File: config.mk
export PLATFORM = sky130hd
export DESIGN_NAME = serial_word_output_decoder
export DESIGN_NICKNAME = d
export VERILOG_FILES = /design/src/hw/relay_delay.v /design/src/hw/serial_word_output_decoder.v
export VERILOG_INCLUDE_DIRS = /design/src /design/src/hw
export SDC_FILE = /design/constraint.sdc
export NUM_CORES = 1
export LEC_CHECK = 0
export ABC_AREA = 1
export BUFFER_PORTS_ARGS = -buffer_cell sky130_fd_sc_hd__buf_2
export CORE_UTILIZATION = 56
export DETAILED_ROUTE_END_ITERATION = 8
export PLACE_DENSITY = 0.76
export REMOVE_ABC_BUFFERS = 1
export SETUP_SLACK_MARGIN = 0.3
export SLEW_MARGIN = 20
export SYNTH_ARGS = -nofsm -noshare
export SYNTH_HDL_FRONTEND = slang
export SYNTH_HIERARCHICAL = 1
export SYNTH_SLANG_ARGS = --single-unit
File: constraint.sdc
create_clock -name aclk -period 2.4 [get_ports aclk]
set_input_delay 0 -clock aclk [delete_from_list [all_inputs] [get_ports aclk]]
set_output_delay 0 -clock aclk [all_outputs]
set_load 0.05 [all_outputs]
File: src/hw/word_decoder_regs.vh
// Constants of the serial word output decoder and its register map.
`ifndef WORD_DECODER_REGS_VH
`define WORD_DECODER_REGS_VH
// ****************************************************************
// Link timing
// ****************************************************************
`define CLK_HZ          250000000
`define BAUD_HZ         24000
`define BIT_CYCLES      (`CLK_HZ / `BAUD_HZ)
`define WORD_BITS       24
`define SHIFT_BITS      23
// ****************************************************************
// Word field positions, bits counted from 1 as transmitted
// ****************************************************************
`define BIT_L3_RELAY_B  9
`define BIT_L3_RELAY_A  10
`define BIT_L2_RELAY_B  11
`define BIT_L2_RELAY_A  12
`define BIT_L1_RELAY_A  13
`define BIT_L1_RELAY_B  14
`define BIT_HOLD        15
`define BIT_RING        16
`define BIT_SCAN_FWD    17
`define BIT_SCAN_T1     21
`define BIT_SCAN_T2     22
`define BIT_SCAN_T3     23
// ****************************************************************
// Timer and delay
// ****************************************************************
`define TIMER_STROBES   5
`define RELAY_DELAY_MS  4
`define RELAY_DELAY_CYC (`RELAY_DELAY_MS * (`CLK_HZ / 1000))
// ****************************************************************
// AXI4-Lite register map
// ****************************************************************
`define REG_CONTROL     8'h00
`define REG_STATUS      8'h04
`define REG_LATCH       8'h08
`define REG_SHIFT       8'h0c
`define REG_STROBES     8'h10
`define CONTROL_RESET   32'h00000001
`define AXI_OKAY        2'b00
`define AXI_SLVERR      2'b10
`endif
File: src/hw/relay_delay.v
// Delay stage for relay bits: output follows input after a settle time.
`timescale 1ns/1ps
module relay_delay #(
    parameter DELAY_CYC = 1000000  // Cycles the input must stay changed.
) (
    input  wire aclk,     // System clock.
    input  wire aresetn,  // Synchronous reset, active low.
    input  wire d,        // Undelayed relay bit.
    output reg  q         // Delayed relay bit.
);
    // ************************************************************
    // Settle counter
    // ************************************************************
    reg [31:0] count;  // Cycles since input first differed from q.

    // A glitchy change shorter than the delay never reaches the relay,
    // which is what keeps clicks off the exchange line.
    always @(posedge aclk) begin
        if (!aresetn) begin
            count <= 32'h0;
            q     <= 1'b0;
        end else if (d == q) begin
            count <= 32'h0;
        end else if (count >= DELAY_CYC - 1) begin
            count <= 32'h0;
            q     <= d;
        end else begin
            count <= count + 32'h1;
        end
    end
endmodule

File: src/hw/serial_word_output_decoder.v
// Serial control word decoder with LED, relay and scan outputs.
//
// The register offsets and the AXI4-Lite slave port are this design's own decisions.
`timescale 1ns/1ps
`include "word_decoder_regs.vh"
module serial_word_output_decoder #(
    parameter RELAY_DELAY_CYC = `RELAY_DELAY_CYC  // Relay delay length.
) (
    input  wire        aclk,           // System clock, 250 MHz.
    input  wire        aresetn,        // Synchronous reset, active low.
    input  wire        serial_line,    // Serial data line from controller.
    input  wire        bit_clock,      // 24 kHz link clock, sampled.
    input  wire [7:0]  s_axi_awaddr,   // Write address.
    input  wire        s_axi_awvalid,  // Write address valid.
    output reg         s_axi_awready,  // Write address ready.
    input  wire [31:0] s_axi_wdata,    // Write data.
    input  wire [3:0]  s_axi_wstrb,    // Write byte strobes.
    input  wire        s_axi_wvalid,   // Write data valid.
    output reg         s_axi_wready,   // Write data ready.
    output reg  [1:0]  s_axi_bresp,    // Write response.
    output reg         s_axi_bvalid,   // Write response valid.
    input  wire        s_axi_bready,   // Write response ready.
    input  wire [7:0]  s_axi_araddr,   // Read address.
    input  wire        s_axi_arvalid,  // Read address valid.
    output reg         s_axi_arready,  // Read address ready.
    output reg  [31:0] s_axi_rdata,    // Read data.
    output reg  [1:0]  s_axi_rresp,    // Read response.
    output reg         s_axi_rvalid,   // Read data valid.
    input  wire        s_axi_rready,   // Read data ready.
    output reg  [2:0]  led_first,      // First LED signal per terminal.
    output reg  [2:0]  led_second,     // Second LED signal per terminal.
    output reg         line1_relay_a,  // Line 1 relay A, bit 13.
    output reg         line1_relay_b,  // Line 1 relay B, bit 14.
    output reg         ring_relay,     // Ring relay, bit 16.
    output reg         hold_relay,     // Hold relay, bit 15, delayed.
    output reg         line2_relay_a,  // Line 2 relay A, bit 12, delayed.
    output reg         line2_relay_b,  // Line 2 relay B, bit 11, delayed.
    output reg         line3_relay_a,  // Line 3 relay A, bit 10, delayed.
    output reg         line3_relay_b,  // Line 3 relay B, bit 9, delayed.
    output reg  [2:0]  scan_forward,   // Forward scan per terminal.
    output reg  [2:0]  scan_reverse,   // Reverse scan per terminal.
    output reg         strobe          // One-cycle read strobe pulse.
);
    // ************************************************************
    // Input synchronisers
    // ************************************************************
    reg [1:0] data_sync;   // Two-stage synchroniser for the data line.
    reg [1:0] clk_sync;    // Two-stage synchroniser for the bit clock.
    reg       clk_prev;    // Previous synchronised bit clock.

    // Both pins come from outside the clock domain.
    always @(posedge aclk) begin
        if (!aresetn) begin
            data_sync <= 2'b00;
            clk_sync  <= 2'b00;
            clk_prev  <= 1'b0;
        end else begin
            data_sync <= {data_sync[0], serial_line};
            clk_sync  <= {clk_sync[0], bit_clock};
            clk_prev  <= clk_sync[1];
        end
    end

    wire data_in  = data_sync[1];             // Clean data level.
    wire bit_tick = clk_sync[1] & ~clk_prev;  // One pulse per bit period.

    // ************************************************************
    // Word shifter and strobe extractor
    // ************************************************************
    reg        enable;       // Software enable of the decoder.
    reg [4:0]  bit_count;    // Slot number within the word, 0 to 24.
    reg [22:0] shift_reg;    // Leading 23 bits of the current word.
    reg [22:0] latch;        // Strobed word held for the outputs.
    reg        saw_bit24;    // The 24th bit has been passed.
    reg [15:0] strobe_count; // Strobes seen, for software.
    reg [2:0]  timer_count;  // Strobe counter of the 10 ms timer.
    reg        mux_phase;    // Divide-by-two of the timer, 50 Hz.

    // Slot 0..22 are data, slot 23 is the 24th bit, slot 24 is the gap.
    // The word boundary is taken from the bit count alone; framing is
    // held by the continuous stream, so a lost bit realigns only after
    // the next reset or disable.
    always @(posedge aclk) begin
        if (!aresetn || !enable) begin
            bit_count <= 5'd0;
            shift_reg <= 23'h0;
            saw_bit24 <= 1'b0;
            strobe    <= 1'b0;
        end else begin
            strobe <= 1'b0;
            if (bit_tick) begin
                if (bit_count < 5'd23) begin
                    shift_reg <= {data_in, shift_reg[22:1]};
                    bit_count <= bit_count + 5'd1;
                end else if (bit_count == 5'd23) begin
                    saw_bit24 <= 1'b1;
                    bit_count <= 5'd24;
                end else begin
                    // Gap slot: active level marks this word as ours.
                    strobe    <= saw_bit24 & data_in;
                    saw_bit24 <= 1'b0;
                    bit_count <= 5'd0;
                end
            end
        end
    end

    // Latches follow the strobe only; otherwise they hold.
    always @(posedge aclk) begin
        if (!aresetn) begin
            latch <= 23'h0;
        end else if (strobe) begin
            latch <= shift_reg;
        end else begin
            latch <= latch;
        end
    end

    // ************************************************************
    // 10 ms timer clocked by the strobe
    // ************************************************************
    // Five 2 ms strobes make 10 ms; the toggle gives 50 Hz.
    always @(posedge aclk) begin
        if (!aresetn) begin
            timer_count  <= 3'd0;
            mux_phase    <= 1'b0;
            strobe_count <= 16'h0;
        end else if (strobe) begin
            strobe_count <= strobe_count + 16'h1;
            if (timer_count == `TIMER_STROBES - 1) begin
                timer_count <= 3'd0;
                mux_phase   <= ~mux_phase;
            end else begin
                timer_count <= timer_count + 3'd1;
            end
        end
    end

    // Picks word bit n (1-based) from the latch.
    function field;
        input [22:0] w;
        input integer n;
        begin
            field = w[n-1];
        end
    endfunction

    // ************************************************************
    // Relay delay stages
    // ************************************************************
    wire [4:0] delay_in;   // Undelayed bits 9, 10, 11, 12, 15.
    wire [4:0] delay_out;  // Delayed versions.
    assign delay_in = {field(latch, `BIT_HOLD),
                       field(latch, `BIT_L2_RELAY_A),
                       field(latch, `BIT_L2_RELAY_B),
                       field(latch, `BIT_L3_RELAY_A),
                       field(latch, `BIT_L3_RELAY_B)};

    genvar g;
    generate
        for (g = 0; g < 5; g = g + 1) begin : gen_delay
            relay_delay #(
                .DELAY_CYC (RELAY_DELAY_CYC)
            ) u_delay (
                .aclk    (aclk),
                .aresetn (aresetn),
                .d       (delay_in[g]),
                .q       (delay_out[g])
            );
        end
    endgenerate

    // ************************************************************
    // Output registers
    // ************************************************************
    wire [2:0] term_sel = {field(latch, `BIT_SCAN_T3),
                           field(latch, `BIT_SCAN_T2),
                           field(latch, `BIT_SCAN_T1)};  // Terminal pick.
    wire       fwd      = field(latch, `BIT_SCAN_FWD);   // Scan direction.

    // LED bits sit in the low six bits of the word, two per terminal.
    // While disabled the LEDs and scans go dark but relays keep state,
    // so software cannot drop a call by toggling the enable.
    always @(posedge aclk) begin
        if (!aresetn) begin
            led_first     <= 3'b000;
            led_second    <= 3'b000;
            line1_relay_a <= 1'b0;
            line1_relay_b <= 1'b0;
            ring_relay    <= 1'b0;
            hold_relay    <= 1'b0;
            line2_relay_a <= 1'b0;
            line2_relay_b <= 1'b0;
            line3_relay_a <= 1'b0;
            line3_relay_b <= 1'b0;
            scan_forward  <= 3'b000;
            scan_reverse  <= 3'b000;
        end else begin
            // Only one of each pair is driven at a time.
            led_first  <= (enable & ~mux_phase) ?
                          {latch[4], latch[2], latch[0]} : 3'b000;
            led_second <= (enable & mux_phase) ?
                          {latch[5], latch[3], latch[1]} : 3'b000;
            line1_relay_a <= field(latch, `BIT_L1_RELAY_A);
            line1_relay_b <= field(latch, `BIT_L1_RELAY_B);
            ring_relay    <= field(latch, `BIT_RING);
            line3_relay_b <= delay_out[0];
            line3_relay_a <= delay_out[1];
            line2_relay_b <= delay_out[2];
            line2_relay_a <= delay_out[3];
            hold_relay    <= delay_out[4];
            // No terminal bit means no scan signal at all.
            scan_forward <= enable ? (term_sel & {3{fwd}}) : 3'b000;
            scan_reverse <= enable ? (term_sel & {3{~fwd}}) : 3'b000;
        end
    end

    // ************************************************************
    // AXI4-Lite slave
    // ************************************************************
    reg [7:0] wr_addr;   // Captured write address.
    reg       have_aw;   // Write address taken.
    reg       have_w;    // Write data taken.
    reg [31:0] wr_data;  // Captured write data.
    reg [3:0]  wr_strb;  // Captured write strobes.

    // Address and data are taken independently; the response follows
    // once both are in, and a new write waits for bready.
    always @(posedge aclk) begin
        if (!aresetn) begin
            s_axi_awready <= 1'b0;
            s_axi_wready  <= 1'b0;
            s_axi_bvalid  <= 1'b0;
            s_axi_bresp   <= `AXI_OKAY;
            have_aw       <= 1'b0;
            have_w        <= 1'b0;
            wr_addr       <= 8'h00;
            wr_data       <= 32'h0;
            wr_strb       <= 4'h0;
            enable        <= 1'b1;
        end else begin
            s_axi_awready <= 1'b0;
            s_axi_wready  <= 1'b0;
            if (s_axi_awvalid && !have_aw && !s_axi_awready &&
                !s_axi_bvalid) begin
                s_axi_awready <= 1'b1;
                have_aw       <= 1'b1;
                wr_addr       <= s_axi_awaddr;
            end
            if (s_axi_wvalid && !have_w && !s_axi_wready &&
                !s_axi_bvalid) begin
                s_axi_wready <= 1'b1;
                have_w       <= 1'b1;
                wr_data      <= s_axi_wdata;
                wr_strb      <= s_axi_wstrb;
            end
            if (have_aw && have_w && !s_axi_bvalid) begin
                have_aw      <= 1'b0;
                have_w       <= 1'b0;
                s_axi_bvalid <= 1'b1;
                if (wr_addr == `REG_CONTROL) begin
                    s_axi_bresp <= `AXI_OKAY;
                    if (wr_strb[0]) begin
                        enable <= wr_data[0];
                    end
                end else if (wr_addr == `REG_STATUS ||
                             wr_addr == `REG_LATCH  ||
                             wr_addr == `REG_SHIFT  ||
                             wr_addr == `REG_STROBES) begin
                    s_axi_bresp <= `AXI_OKAY;  // Read-only, write ignored.
                end else begin
                    s_axi_bresp <= `AXI_SLVERR;
                end
            end else if (s_axi_bvalid && s_axi_bready) begin
                s_axi_bvalid <= 1'b0;
            end
        end
    end

    // Reads answer in the same cycle the address is taken.
    always @(posedge aclk) begin
        if (!aresetn) begin
            s_axi_arready <= 1'b0;
            s_axi_rvalid  <= 1'b0;
            s_axi_rdata   <= 32'h0;
            s_axi_rresp   <= `AXI_OKAY;
        end else begin
            s_axi_arready <= 1'b0;
            if (s_axi_arvalid && !s_axi_arready && !s_axi_rvalid) begin
                s_axi_arready <= 1'b1;
                s_axi_rvalid  <= 1'b1;
                s_axi_rresp   <= `AXI_OKAY;
                case (s_axi_araddr)
                    `REG_CONTROL: s_axi_rdata <= {31'h0, enable};
                    `REG_STATUS:  s_axi_rdata <= {26'h0, timer_count,
                                                  mux_phase, saw_bit24,
                                                  enable};
                    `REG_LATCH:   s_axi_rdata <= {9'h0, latch};
                    `REG_SHIFT:   s_axi_rdata <= {9'h0, shift_reg};
                    `REG_STROBES: s_axi_rdata <= {16'h0, strobe_count};
                    default: begin
                        s_axi_rdata <= 32'h0;
                        s_axi_rresp <= `AXI_SLVERR;
                    end
                endcase
            end else if (s_axi_rvalid && s_axi_rready) begin
                s_axi_rvalid <= 1'b0;
            end
        end
    end
endmodule

==> flow_summary.yaml <==
clock_tree:
  post-cts-setup-buffer-count: 0
  path_clk_slew_ns: 0.06
  numClockSinks: 306
  ctsHtreeMaxLevel: 1
  cts_tree: "built"
  cts_buffers: 30
  max-clock-path-buffers: 3
  clock-root-buffer: "clkbuf_16"
  clock_latency_ns: 0.54
route:
  ant_nets: 0
  wl_per_cell_um: 12.69
  via_per_inst: 5.024
  drc: 2
  routed_wl_um: 25170
  drt_iter0_drc: 528
  vias: 9967
  drtPass1Iterations: 7
global_routing:
  grt_usage: 0.2173
  grt_start_max_net_pins: 58
  grt_pass1_vias: 9621
  antenna_found_initial: 0
  grt_first_pass_wirelength_um: 42650
  overflow: 0
final_layout:
  n_antenna_cell: 0
  largest_register_ffs: 160
  drive_above_1_share: 0.1772
  final_area_um2: 14600
  final_common_cell: "dfxtp_1"
  regMostFlops: "gen_delay.u_delay/count"
  final_cell_mix: "dfxtp_1 (305), nor2_1 (230), nand2_1 (220)"
  layout.nets: 1753
  syn_to_final_growth_pct: 15.60
  fillerInstances: 1810
die:
  die_area_um2: 23160
  rows: 54
  die_w_um: 152.2
  fp.dieH_um: 152.2
  start_util: 0.5753
  io_pins: 123
  fp.coreArea_um2: 21960
sta:
  report.final.hold_viol_count: 0
  setup_viol: 0
  slew_viol_final: 0
  worst_slew_pin_slew_ns: 0.8414
  final.min_clock_period_ns: 1.963
  fin_crit_sh: 0.8178
  slew_headroom: 0.4385
  worst_slack_ns: 0.4373
  fmax_mhz: 509.5
  rsz0062_at_grt: "no"
  finalHoldWorstSlack_ns: 0.1066
  setup_tns_ns: 0
  clock_skew_ns: 0.009794
worst_setup_path:
  critPathKind: "reg2reg"
  critPathTopFamily: "buffers and inverters"
  end_kind: "flip-flop"
  crit_path_max_fanout: 12
  cpPeakStageDelay_ns: 0.57
  critical_path.cell_chain: "nor3_4 > clkinvlp_4 > o22ai_1 > dlygate4sd3_1"
  worstSetupStartpointType: "flip-flop"
  cp.buffers_inverters: 2
  arrival_ns: 2.44
  cpMaxStageDelayCell: "dlygate4sd3_1"
  critPathRequiredTime_ns: 2.88
power_and_ir_drop:
  p_per_area_nw_per_um2: 706.7
  peakVddDrop_mv: 0.5356
  finalPower_mw: 10.32
  p_leak_nw: 5.923
yosys:
  syn_avg_cell_area_um2: 8.273
  synth-seq-area-share: 0.4849
  synth_ff_type: "dfxtp_1"
  ys_ff_latch: 306
  ys_types: 44
  synth.cell_area_um2: 12630
  netlist_instances: 1527
  yosys_warnings: 6
  synth-edff-count: 0
  synthArstFlopShare: 0
flow_run:
  cap_violations: 0
outcome:
  outcome: "finished with violations"
  violations: "DRC"
placed_design:
  gp_congestion: 0.8270
  dpl-instance-area_um2: 13300
  pre_cts_ws_ns: 0.4782
  dp.final_hpwl_um: 15870
  place.port_buffers: 77
worst_hold_path:
  hold_class: "in2reg"
==> worst min-delay path, stage by stage <==
cell,delay [ns]
buf_2,0.11
nand2_1,0.10
nor2_4,0.06
nand3_1,0.08
nand2_1,0.05
o21ai_1,0.13
a21oi_1,0.06
==> power breakdown <==
| part | total, mW | switching [mW] | internal, mW |
|---|---|---|---|
| clock | 4.63 | 1.88 | 2.74 |
| combinational | 0.449 | 0.311 | 0.138 |
| sequential | 5.24 | 0.0536 | 5.19 |
| total | 10.3 | 2.25 | 8.07 |
==> synthesized netlist by cell type (all sizes together), types with 2 or more instances <==
cell type / instances / area, um2
nor2: 326 / 1610
clkbuf: 14 / 52.55
xor2: 62 / 543.0
conb: 6 / 22.52
o21ai: 79 / 395.4
buf: 43 / 349.1
inv: 133 / 499.2
o21bai: 6 / 45.04
ha: 9 / 112.6
and3: 2 / 12.51
a21oi: 71 / 355.3
o31ai: 6 / 45.04
nand2: 247 / 1025
nand3: 112 / 615.6
a31oi: 3 / 18.77
nand4: 40 / 331.6
xnor2: 20 / 175.2
dfxtp: 306 / 6126
nor3: 31 / 216.5
a211oi: 4 / 35.03
==> final cells by class <==
class,count,area [um2],share of cell area
Multi-Input combinational cell,1096,5869,0.4019
Timing Repair inverter,2,12.51,0.0008568
Inverter,133,506.7,0.03470
Timing Repair Buffer,114,745.7,0.05106
Clock inverter,12,116.4,0.007968
Tap cell,280,350.3,0.02399
Clock buffer,41,873.3,0.05980
Sequential cell,306,6130,0.4197
==> through the flow <==
step / cells / util
6_report: 1984 / 0.6651
5_1_grt: 1984 / 0.6651
4_1_cts: 1984 / 0.6646
3_5_place_dp: 1901 / 0.6058
3_3_place_gp: 1901 / 0.6058
2_1_floorplan: 1535 / -
==> routing by layer <==
metal | global-route usage | routed length, um | up-vias
met1 | 0.2595 | 10710 | 4588
met5 | 0 | 0 | -
met2 | 0.3921 | 12440 | 214
met4 | 0.07046 | 666 | 0
li1 | - | - | 5119
met3 | 0.04096 | 1357 | 46
==> kinds of logic (layout without fill, tap and decap cells) <==
group | Yosys count | after routing | synth area share
other | 6 | 71 | 0.001783
AOI/OAI and AO/OA | 172 | 172 | 0.07250
adders and majority gates | 9 | 9 | 0.008914
DFF | 306 | 306 | 0.4849
and+or+nand+nor | 762 | 762 | 0.3038
xor gates and xnor gates | 82 | 82 | 0.05685
buffers and inverters | 190 | 302 | 0.07131
==> what timing repair did <==
action                                 in CTS  in global routing
hold buffers                               30                  0
setup endpoints to repair                   0                 11
resized for setup                           0                  7
endpoints found under the hold margin      34                  0
==> final timing paths <==
check | cells past startpoint | slack [ns] | start | endpoint
worst min register to register | 2 | 0.41 | data_sync[0] | data_sync[1]
worst min-delay path | 7 | 0.11 | s_axi_araddr[4] | s_axi_rdata[4]
worst max register to register | 4 | 0.44 | s_axi_rvalid | s_axi_rvalid
worst max-delay path | 4 | 0.44 | s_axi_rvalid | s_axi_rvalid
(Power assumes the default switching activity.)
